File: config.mk
export PLATFORM = sky130hd
export DESIGN_NAME = vfia_stage
export DESIGN_NICKNAME = d
export VERILOG_FILES = /design/src/shared/vfia_pkg.sv /design/src/rtl/vfia_stage.sv
export SDC_FILE = /design/constraint.sdc
export NUM_CORES = 2
export LEC_CHECK = 0
export BUFFER_PORTS_ARGS = -buffer_cell sky130_fd_sc_hd__buf_2
export CORE_ASPECT_RATIO = 1.4
export CORE_MARGIN = 4
export CORE_UTILIZATION = 35
export DETAILED_ROUTE_END_ITERATION = 10
export SYNTH_ARGS = -nofsm -noshare
export SYNTH_HDL_FRONTEND = slang
export SYNTH_SLANG_ARGS = --single-unit
File: constraint.sdc
create_clock -name ref_clk -period 25.7 [get_ports ref_clk]
set_input_delay 1.285 -clock ref_clk [delete_from_list [all_inputs] [get_ports ref_clk]]
set_output_delay 1.285 -clock ref_clk [all_outputs]
set_load 0.01 [all_outputs]
File: src/shared/vfia_pkg.sv
// Shared constants and types of the vertex fetch and input assembly stage.
package vfia_pkg;

    // ------------------------------------------------------------------
    // Command opcodes
    // ------------------------------------------------------------------
    // Codes that are not listed here, and OP_OTHER, are forwarded downstream untouched.
    typedef enum logic [2:0] {
        OP_DRAW    = 3'h0,
        OP_IDXST   = 3'h1,
        OP_VBST    = 3'h2,
        OP_ELST    = 3'h3,
        OP_STATS   = 3'h4,
        OP_OTHER   = 3'h5
    } vfia_op_t;

    // ------------------------------------------------------------------
    // Per-component source control
    // ------------------------------------------------------------------
    typedef enum logic [2:0] {
        COMP_MEM     = 3'h0,
        COMP_ZERO    = 3'h1,
        COMP_ONE_INT = 3'h2,
        COMP_ONE_FLT = 3'h3,
        COMP_VTXNUM  = 3'h4,
        COMP_INSTNUM = 3'h5,
        COMP_PRIMNUM = 3'h6,
        COMP_NONE    = 3'h7
    } vfia_comp_t;

    typedef enum logic [2:0] {
        S_IDLE = 3'h0,
        S_IDX  = 3'h1,
        S_IDXW = 3'h2,
        S_LOOK = 3'h3,
        S_COMP = 3'h4,
        S_MEMR = 3'h5,
        S_MEMW = 3'h6,
        S_EMIT = 3'h7
    } vfia_state_t;

    localparam logic [31:0] CONST_ZERO    = 32'h00000000;
    localparam logic [31:0] CONST_ONE_INT = 32'h00000001;
    localparam logic [31:0] CONST_ONE_FLT = 32'h3f800000;

    localparam logic [1:0]  IDX_FMT_BYTE  = 2'h0;
    localparam logic [1:0]  IDX_FMT_WORD  = 2'h1;
    localparam logic [1:0]  IDX_FMT_DWORD = 2'h2;
    localparam int          COMPS_PER_ELEM = 4;

    // Field layout of the three argument words of a command.
    localparam int DRAW_VCNT_LSB = 0;
    localparam int DRAW_ICNT_LSB = 16;
    localparam int DRAW_IDXD_BIT = 0;
    localparam int DRAW_VPP_LSB  = 1;
    localparam int IDXST_CUT_BIT = 2;
    localparam int VBST_INST_BIT = 4;
    localparam int ELST_VAL_BIT  = 4;
    localparam int ELST_SRC_LSB  = 4;
    localparam int ELST_DST_LSB  = 16;
    localparam int ELST_F16_BIT  = 24;
    localparam int COMP_CTRL_W   = 3;

endpackage

File: src/rtl/vfia_stage.sv
// Vertex fetch and input assembly stage with vertex cache and command forwarding.
`timescale 1ns/100ps
module vfia_stage #(
    parameter int NUM_ELEM = 8,
    parameter int NUM_BUF  = 8,
    parameter int NUM_RB   = 16
) (
    input  wire logic                ref_clk,
    input  wire logic                reset_n,
    input  wire logic                cmdValid,
    output logic                     cmdReady,
    input  wire vfia_pkg::vfia_op_t  cmdOp,
    input  wire logic [31:0]         cmdArg0,
    input  wire logic [31:0]         cmdArg1,
    input  wire logic [31:0]         cmdArg2,
    input  wire logic                cacheEnable,
    output logic                     fwdValid,
    input  wire logic                fwdReady,
    output vfia_pkg::vfia_op_t       fwdOp,
    output logic [31:0]              fwdArg0,
    output logic [31:0]              fwdArg1,
    output logic [31:0]              fwdArg2,
    output logic                     memReqValid,
    input  wire logic                memReqReady,
    output logic [31:0]              memReqAddr,
    input  wire logic                memRspValid,
    input  wire logic [31:0]         memRspData,
    output logic                     rbWrValid,
    output logic [$clog2(NUM_RB)-1:0] rbWrEntry,
    output logic [7:0]               rbWrDword,
    output logic [31:0]              rbWrData,
    output logic                     outValid,
    input  wire logic                outReady,
    output logic [$clog2(NUM_RB)-1:0] outHandle,
    output logic                     outCut,
    output logic [31:0]              outPrimNumber,
    output logic [31:0]              statVertexCount
);
    import vfia_pkg::*;

    localparam int HW = $clog2(NUM_RB);
    localparam int EW = $clog2(NUM_ELEM) + 1;
    localparam int BW = $clog2(NUM_BUF);

    if (NUM_ELEM < 2 || NUM_ELEM > 16 || NUM_BUF < 2 || NUM_BUF > 16 ||
        NUM_RB < 2 || (NUM_RB & (NUM_RB - 1)) != 0) begin : g_check
        $error("vfia_stage: unsupported parameter values");
    end

    // ------------------------------------------------------------------
    // State held from state commands
    // ------------------------------------------------------------------
    vfia_state_t      stateQ;
    logic [31:0]      ibStartQ, ibEndQ;
    logic [1:0]       ibFmtQ;
    logic             ibCutQ, statsEnQ, fwdValidQ;
    vfia_op_t         fwdOpQ;
    logic [31:0]      fwdArg0Q, fwdArg1Q, fwdArg2Q;
    logic [31:0]      vbBaseQ  [NUM_BUF];
    logic [15:0]      vbPitchQ [NUM_BUF];
    logic             vbInstQ  [NUM_BUF];
    logic             elValidQ [NUM_ELEM];
    logic [BW-1:0]    elBufQ   [NUM_ELEM];
    logic [11:0]      elSrcQ   [NUM_ELEM];
    logic [7:0]       elDstQ   [NUM_ELEM];
    logic             elF16Q   [NUM_ELEM];
    logic [11:0]      elCtrlQ  [NUM_ELEM];

    wire logic accept = cmdValid && cmdReady;
    assign cmdReady = (stateQ == S_IDLE) && !fwdValidQ;

    // Only listed state commands land here; nothing is fetched through pointers.
    always_ff @(posedge ref_clk or negedge reset_n) begin
        if (!reset_n) begin
            ibStartQ <= '0;
            ibEndQ   <= '0;
            ibFmtQ   <= IDX_FMT_BYTE;
            ibCutQ   <= 1'b0;
            statsEnQ <= 1'b0;
            for (int i = 0; i < NUM_BUF; i++) begin
                vbBaseQ[i]  <= '0;
                vbPitchQ[i] <= '0;
                vbInstQ[i]  <= 1'b0;
            end
            for (int i = 0; i < NUM_ELEM; i++) begin
                elValidQ[i] <= 1'b0;
                elBufQ[i]   <= '0;
                elSrcQ[i]   <= '0;
                elDstQ[i]   <= '0;
                elF16Q[i]   <= 1'b0;
                elCtrlQ[i]  <= '0;
            end
        end else if (accept) begin
            unique case (cmdOp)
                OP_IDXST: begin
                    ibStartQ <= cmdArg0;
                    ibEndQ   <= cmdArg1;
                    ibFmtQ   <= cmdArg2[1:0];
                    ibCutQ   <= cmdArg2[IDXST_CUT_BIT];
                end
                OP_VBST: begin
                    vbBaseQ[cmdArg2[BW-1:0]]  <= cmdArg0;
                    vbPitchQ[cmdArg2[BW-1:0]] <= cmdArg1[15:0];
                    vbInstQ[cmdArg2[BW-1:0]]  <= cmdArg2[VBST_INST_BIT];
                end
                OP_ELST: begin
                    elValidQ[cmdArg2[EW-2:0]] <= cmdArg2[ELST_VAL_BIT];
                    elBufQ[cmdArg2[EW-2:0]]   <= cmdArg0[BW-1:0];
                    elSrcQ[cmdArg2[EW-2:0]]   <= cmdArg0[ELST_SRC_LSB +: 12];
                    elDstQ[cmdArg2[EW-2:0]]   <= cmdArg0[ELST_DST_LSB +: 8];
                    elF16Q[cmdArg2[EW-2:0]]   <= cmdArg0[ELST_F16_BIT];
                    elCtrlQ[cmdArg2[EW-2:0]]  <= cmdArg1[11:0];
                end
                OP_STATS: statsEnQ <= cmdArg0[0];
                default: ;
            endcase
        end
    end

    // ------------------------------------------------------------------
    // Forwarding of commands this stage does not own
    // ------------------------------------------------------------------
    wire logic isOwn = (cmdOp == OP_DRAW) || (cmdOp == OP_IDXST) || (cmdOp == OP_VBST) ||
                       (cmdOp == OP_ELST) || (cmdOp == OP_STATS);

    always_ff @(posedge ref_clk or negedge reset_n) begin
        if (!reset_n) begin
            fwdValidQ <= 1'b0;
            fwdOpQ    <= OP_OTHER;
            fwdArg0Q  <= '0;
            fwdArg1Q  <= '0;
            fwdArg2Q  <= '0;
        end else if (accept && !isOwn) begin
            fwdValidQ <= 1'b1;
            fwdOpQ    <= cmdOp;
            fwdArg0Q  <= cmdArg0;
            fwdArg1Q  <= cmdArg1;
            fwdArg2Q  <= cmdArg2;
        end else if (fwdReady) begin
            fwdValidQ <= 1'b0;
        end
    end
    assign fwdValid = fwdValidQ;
    assign fwdOp    = fwdOpQ;
    assign fwdArg0  = fwdArg0Q;
    assign fwdArg1  = fwdArg1Q;
    assign fwdArg2  = fwdArg2Q;

    // ------------------------------------------------------------------
    // Derived element usage
    // ------------------------------------------------------------------
    logic anyMem, instUsed, primUsed;
    always_comb begin
        anyMem   = 1'b0;
        instUsed = 1'b0;
        primUsed = 1'b0;
        for (int e = 0; e < NUM_ELEM; e++) begin
            for (int c = 0; c < COMPS_PER_ELEM; c++) begin
                if (elValidQ[e] && elCtrlQ[e][c*COMP_CTRL_W +: COMP_CTRL_W] == COMP_MEM) begin
                    anyMem   = 1'b1;
                    instUsed = instUsed | vbInstQ[elBufQ[e]];
                end
                if (elValidQ[e] && elCtrlQ[e][c*COMP_CTRL_W +: COMP_CTRL_W] == COMP_INSTNUM)
                    instUsed = 1'b1;
                if (elValidQ[e] && elCtrlQ[e][c*COMP_CTRL_W +: COMP_CTRL_W] == COMP_PRIMNUM)
                    primUsed = 1'b1;
            end
        end
    end

    // ------------------------------------------------------------------
    // Draw sequencing
    // ------------------------------------------------------------------
    logic [31:0]   startQ, lookupQ, vertQ, instQ, primQ, idxAddrQ;
    logic [15:0]   vcntQ, icntQ;
    logic [1:0]    vppQ, inPrimQ;
    logic          indexedQ, cutQ;
    logic [EW-1:0] elemQ;
    logic [1:0]    compQ;
    logic [HW-1:0] handleQ;
    logic          cacheValidQ [NUM_RB];
    logic [31:0]   cacheTagQ   [NUM_RB];

    wire logic [HW-1:0] slot   = lookupQ[HW-1:0];
    wire logic          hit    = cacheEnable && !primUsed && cacheValidQ[slot] &&
                                 cacheTagQ[slot] == lookupQ;
    wire logic [31:0]   idxPos = startQ + vertQ;
    wire logic [31:0]   idxAdr = ibStartQ + (idxPos << ibFmtQ);
    wire logic [31:0]   lane   = memRspData >> {idxAddrQ[1:0], 3'b000};
    wire logic          lastV  = (vertQ + 32'h1) == {16'h0, vcntQ};
    wire logic          lastI  = (instQ + 32'h1) == {16'h0, icntQ};
    wire logic          needIx = indexedQ && anyMem;
    wire logic [EW-2:0] eSel   = elemQ[EW-2:0];
    // Inactive element records are walked as no-store so that they never fetch or write.
    wire vfia_comp_t    ctrl   = !elValidQ[eSel] ? COMP_NONE :
                                 vfia_comp_t'(elCtrlQ[eSel][compQ*COMP_CTRL_W +: COMP_CTRL_W]);
    wire logic          elemDone = (elemQ == EW'(NUM_ELEM));
    wire logic [31:0]   bufIdx = vbInstQ[elBufQ[eSel]] ? instQ : lookupQ;
    wire logic [31:0]   memAdr = vbBaseQ[elBufQ[eSel]] + 32'(bufIdx * vbPitchQ[elBufQ[eSel]]) +
                                 {20'h0, elSrcQ[eSel]} + {28'h0, compQ, 2'b00};

    logic [31:0] idxVal, cutVal, constVal;
    always_comb begin
        unique case (ibFmtQ)
            IDX_FMT_BYTE: begin
                idxVal = {24'h0, lane[7:0]};
                cutVal = 32'h000000ff;
            end
            IDX_FMT_WORD: begin
                idxVal = {16'h0, lane[15:0]};
                cutVal = 32'h0000ffff;
            end
            default: begin
                idxVal = memRspData;
                cutVal = 32'hffffffff;
            end
        endcase
        if (idxAddrQ > ibEndQ)
            idxVal = CONST_ZERO;
        unique case (ctrl)
            COMP_ONE_INT: constVal = CONST_ONE_INT;
            COMP_ONE_FLT: constVal = CONST_ONE_FLT;
            COMP_VTXNUM:  constVal = lookupQ;
            COMP_INSTNUM: constVal = instQ;
            COMP_PRIMNUM: constVal = primQ;
            default:      constVal = CONST_ZERO;
        endcase
    end

    wire logic advVert = (stateQ == S_EMIT) && outReady;
    wire logic drawGo  = accept && cmdOp == OP_DRAW &&
                         cmdArg1[DRAW_VCNT_LSB +: 16] != 16'h0 &&
                         cmdArg1[DRAW_ICNT_LSB +: 16] != 16'h0;
    wire logic compAdv = (stateQ == S_COMP && !elemDone && ctrl != COMP_MEM) ||
                         (stateQ == S_MEMW && memRspValid);

    always_ff @(posedge ref_clk or negedge reset_n) begin
        if (!reset_n) begin
            stateQ   <= S_IDLE;
            startQ   <= '0;
            vcntQ    <= '0;
            icntQ    <= '0;
            vppQ     <= 2'h1;
            indexedQ <= 1'b0;
            vertQ    <= '0;
            instQ    <= '0;
            lookupQ  <= '0;
            idxAddrQ <= '0;
            cutQ     <= 1'b0;
            elemQ    <= '0;
            compQ    <= '0;
            handleQ  <= '0;
        end else begin
            unique case (stateQ)
                S_IDLE: if (drawGo) begin
                    startQ   <= cmdArg0;
                    vcntQ    <= cmdArg1[DRAW_VCNT_LSB +: 16];
                    icntQ    <= cmdArg1[DRAW_ICNT_LSB +: 16];
                    vppQ     <= cmdArg2[DRAW_VPP_LSB +: 2];
                    indexedQ <= cmdArg2[DRAW_IDXD_BIT];
                    vertQ    <= '0;
                    instQ    <= '0;
                    lookupQ  <= cmdArg0;
                    stateQ   <= (cmdArg2[DRAW_IDXD_BIT] && anyMem) ? S_IDX : S_LOOK;
                end
                S_IDX: begin
                    idxAddrQ <= idxAdr;
                    if (memReqReady)
                        stateQ <= S_IDXW;
                end
                S_IDXW: if (memRspValid) begin
                    lookupQ <= idxVal;
                    cutQ    <= ibCutQ && idxAddrQ <= ibEndQ && idxVal == cutVal;
                    stateQ  <= (ibCutQ && idxAddrQ <= ibEndQ && idxVal == cutVal) ? S_EMIT : S_LOOK;
                end
                S_LOOK: begin
                    elemQ   <= '0;
                    compQ   <= '0;
                    handleQ <= slot;
                    stateQ  <= hit ? S_EMIT : S_COMP;
                end
                S_COMP: begin
                    if (elemDone)
                        stateQ <= S_EMIT;
                    else if (ctrl == COMP_MEM)
                        stateQ <= S_MEMR;
                end
                S_MEMR: if (memReqReady)
                    stateQ <= S_MEMW;
                S_MEMW: if (memRspValid)
                    stateQ <= S_COMP;
                S_EMIT: if (outReady) begin
                    cutQ    <= 1'b0;
                    vertQ   <= lastV ? 32'h0 : vertQ + 32'h1;
                    instQ   <= lastV ? instQ + 32'h1 : instQ;
                    lookupQ <= startQ + (lastV ? 32'h0 : vertQ + 32'h1);
                    if (lastV && lastI)
                        stateQ <= S_IDLE;
                    else
                        stateQ <= needIx ? S_IDX : S_LOOK;
                end
            endcase
            if (compAdv) begin
                compQ <= compQ + 2'h1;
                if (compQ == 2'h3)
                    elemQ <= elemQ + EW'(1);
            end
        end
    end

    // ------------------------------------------------------------------
    // Vertex cache, primitive numbering and statistics
    // ------------------------------------------------------------------
    // The cache is cleared at every draw with nonzero counts, since state may have changed in between.
    always_ff @(posedge ref_clk or negedge reset_n) begin
        if (!reset_n) begin
            for (int i = 0; i < NUM_RB; i++) begin
                cacheValidQ[i] <= 1'b0;
                cacheTagQ[i]   <= '0;
            end
        end else if (drawGo || (advVert && lastV && instUsed)) begin
            for (int i = 0; i < NUM_RB; i++)
                cacheValidQ[i] <= 1'b0;
        end else if (stateQ == S_COMP && elemDone) begin
            cacheValidQ[handleQ] <= 1'b1;
            cacheTagQ[handleQ]   <= lookupQ;
        end
    end

    always_ff @(posedge ref_clk or negedge reset_n) begin
        if (!reset_n) begin
            primQ           <= '0;
            inPrimQ         <= '0;
            statVertexCount <= '0;
        end else if (drawGo) begin
            primQ   <= '0;
            inPrimQ <= '0;
        end else if (advVert) begin
            if (statsEnQ && !cutQ)
                statVertexCount <= statVertexCount + 32'h1;
            if (cutQ || lastV) begin
                inPrimQ <= '0;
                primQ   <= (inPrimQ != 2'h0 || !cutQ) ? primQ + 32'h1 : primQ;
            end else if (inPrimQ + 2'h1 >= vppQ) begin
                inPrimQ <= '0;
                primQ   <= primQ + 32'h1;
            end else begin
                inPrimQ <= inPrimQ + 2'h1;
            end
        end
    end

    // ------------------------------------------------------------------
    // Return buffer writes
    // ------------------------------------------------------------------
    always_ff @(posedge ref_clk or negedge reset_n) begin
        if (!reset_n) begin
            rbWrValid <= 1'b0;
            rbWrEntry <= '0;
            rbWrDword <= '0;
            rbWrData  <= '0;
        end else begin
            rbWrValid <= compAdv && !(stateQ == S_COMP && ctrl == COMP_NONE);
            rbWrEntry <= handleQ;
            rbWrDword <= elDstQ[eSel] + {6'h0, compQ};
            rbWrData  <= (stateQ == S_MEMW) ?
                         (elF16Q[eSel] ? {16'h0, memRspData[15:0]} : memRspData) :
                         constVal;
        end
    end

    assign memReqValid   = (stateQ == S_IDX) || (stateQ == S_MEMR);
    assign memReqAddr    = (stateQ == S_IDX) ? {idxAdr[31:2], 2'b00} : memAdr;
    assign outValid      = (stateQ == S_EMIT);
    assign outHandle     = handleQ;
    assign outCut        = cutQ;
    assign outPrimNumber = primQ;
endmodule

==> impl_results.md <==
- CTS root buffer: clkbuf_16
- Crit path max-delay cell type: o31ai_1
- CP peak stage delay: around 950 ps
- Avg WL per Cell: between 20 and 30 um
- Worst Skew: 123 ps
- Fin crit period: 13800 ps
- Setup_tns: 0 ps
- Die Area: roughly 0.29 mm^2
- IO Count: ~390
- Slew HR: ~7.4%
- GPL Wtd Cong: just under 1
- CTS tree: built
- Die Ht: 635 um
- Max capacitance violation total: 0
- Detailed Place HPWL: ~250000 um
- Seq cells post-synth: 1704
- Buffers from clock root to sink, at most: 4
- Fmax: between 0.07 and 0.08 GHz
- Placeable Area: 0.279 mm^2
- Clock Latency Late Sink: around 900 ps
- Pwr Density: ~90 mW/mm^2
- Most frequent cells in the layout: 1693 x dfrtp_1, 1399 x mux2_2, 1255 x nand2_1, 458 x inv_1, 386 x buf_2
- Syn Area/Cell: about 11 um^2
- Drt via density: 5.59
- Iteration-0 DRC Markers: about 6100
- Worst vdd ir: 59.9 uV
- Synth async-reset ratio: 100%
- Fin util: a little under 40%
- Syn-to-layout area delta: 12.4%
- CTS resizes: 0
- Status: finished, final reports clean
- Initial antenna violation count: 50
- Post-synth top flop: dfrtp_1
- Critical Path End Type: output port
- Cells after Synth: roughly 8700
- Fin. Hold Viols: 0
- Synth Cell Area: around 0.098 mm^2
- Static Leak: ~0.053 uW
- RSZ-0062 raised after global routing: false
- Layout Nets: 9567
- Post-CTS Setup Inserts: 0
- Gr usage total: a little under a quarter
- Vias in the first global route: around 74000
- Routed vias: roughly 71000
- Yosys cell types: between 80 and 90
- Max-slew violation count: 0
- Commonest non-fill, non-tap cell in the layout: dfrtp_1
- Number of enable flip-flop cells after synthesis: 0
- HP Class: in -> async
- Filler cell count in the final layout: between 20000 and 30000
- Clk slew on worst S/H paths: 60 ps
- Hold_buf cts: 0
- Initial Util: a little over a third
- Global-route wire length before repair: ~520000 um
- Inserted Clock Buffers: about 190
- Most used cell, CP: fa_1
- Die X: 456 um
- Site row count: 229
- DR DRC count: 0
- Final worst path period share: between 50% and 60%
- Remaining Overflow, GRT: 0
- Port bufs: 387
- Synth Warn #: 0
- Largest net degree at the start of global routing: 190
- H-tree levels: 4
- Critical Path Start Type: register
- Total wire length: approximately 350000 um
- Finish-stage setup viols: 0
- DR pass1 iterations: 9
- Worst slew pin tran: about 1400 ps
- Critical path arrival: around 13000 ps
- Clock Sinks: ~1700
- Sequential element share of the synthesized area: 43.4%
- Crit path kind: reg -> out
- Antenna-violating nets left: 0
- Critical Path Fanout Max: 51
- Layout cell share with drive strength beyond 1: roughly 29%
- Net Count, Synth: about 9500
- Worst Path Required: ~24000 ps
stage by stage:
stage	instance area (um^2)	setup slack (ps)	hold slack [ps]	std cells	total power, uW
after detailed placement	104000	12860	450	12400	7400
final	110000	11900	392	12700	10200
after CTS	110000	11930	455	12700	10200
after global routing	110000	11350	470	12700	10700
after global placement	104000	13020	448	12400	7350
after floorplan	98300	15270	433	8737	5580
worst max-delay path, delay by kind of cell (launching register included):
family | cells | cell delay (ps)
AO/OA/AOI/OAI | 8 | 3140
flip-flops | 1 | 810
multiplexers | 3 | 1470
buffers and inverters | 8 | 1820
XOR/XNOR | 1 | 110
AND/OR/NAND/NOR | 5 | 770
adder cells (fa/ha/maj) | 7 | 3400
cells in the mapped netlist (190+ instances only):
cell	number	share of area [%]
nor2_1	330	1.3
mux4_2	247	5.7
o21ai_0	305	1.6
inv_1	458	1.7
dfrtp_1	1701	43
mux2_2	1401	16
nand3_1	281	1.4
fa_1	353	7.2
clkbuf_1	503	1.9
nand2_1	1264	4.8
a21oi_1	190	0.97
ha_1	221	2.8
logic make-up after synthesis:
logic type | Yosys count | synth area share, %
AOI/OAI and AO/OA | 928 | 5.95
xor gates and xnor gates | 290 | 2.62
adders and majority gates | 574 | 10.0
buffers and inverters | 1097 | 4.23
DFF | 1704 | 43.4
muxes | 1792 | 23.2
and+or+nand+nor | 2352 | 10.6
report_power, final:
part / switching (uW) / internal (uW)
logic: 2700 / 1410
registers: 322 / 2990
clock network: 1150 / 1630
total: 4170 / 6030
flip-flops by register name, summed over array words and instances (netlist names), 64 cells and up:
signal	flops
elDstQ	64
cacheTagQ	512
elCtrlQ	96
vbBaseQ	256
elSrcQ	96
vbPitchQ	128
area by class of cell:
type,instances,area [um^2],share of cell area (%)
diodes,28,70.1,0.0634
clock buffers,248,5250,4.75
clock inverters,79,988,0.895
inverters,461,1730,1.57
multi-input cells,5936,51800,46.9
flip-flops and latches,1704,42700,38.6
well taps,3696,4620,4.19
repair buffers,565,3350,3.03
layer usage:
| layer | up-vias | routed length [um] | track usage [%] |
|---|---|---|---|
| met5 | - | 131 | 0 |
| met4 | 20 | 22500 | 13.0 |
| met3 | 794 | 23900 | 4.28 |
| met2 | 2696 | 170000 | 39.8 |
| met1 | 37100 | 137000 | 29.5 |
| li1 | 30500 | - | - |
worst paths after layout:
path                           from  depth (start not counted)        endpoint  slack [ps]
max                        elemQ[1]                         32  memReqAddr[31]       11900
min                         reset_n                          1      fwdArg0[9]         390
max reg2reg                vertQ[3]                         23     lookupQ[29]       17810
min reg2reg                 vppQ[0]                          2         vppQ[0]         460
max in group asynchronous   reset_n                          7     rbWrData[6]       19660
min in group ref_clk        vppQ[0]                          2         vppQ[0]         460
(Power assumes the default switching activity.)
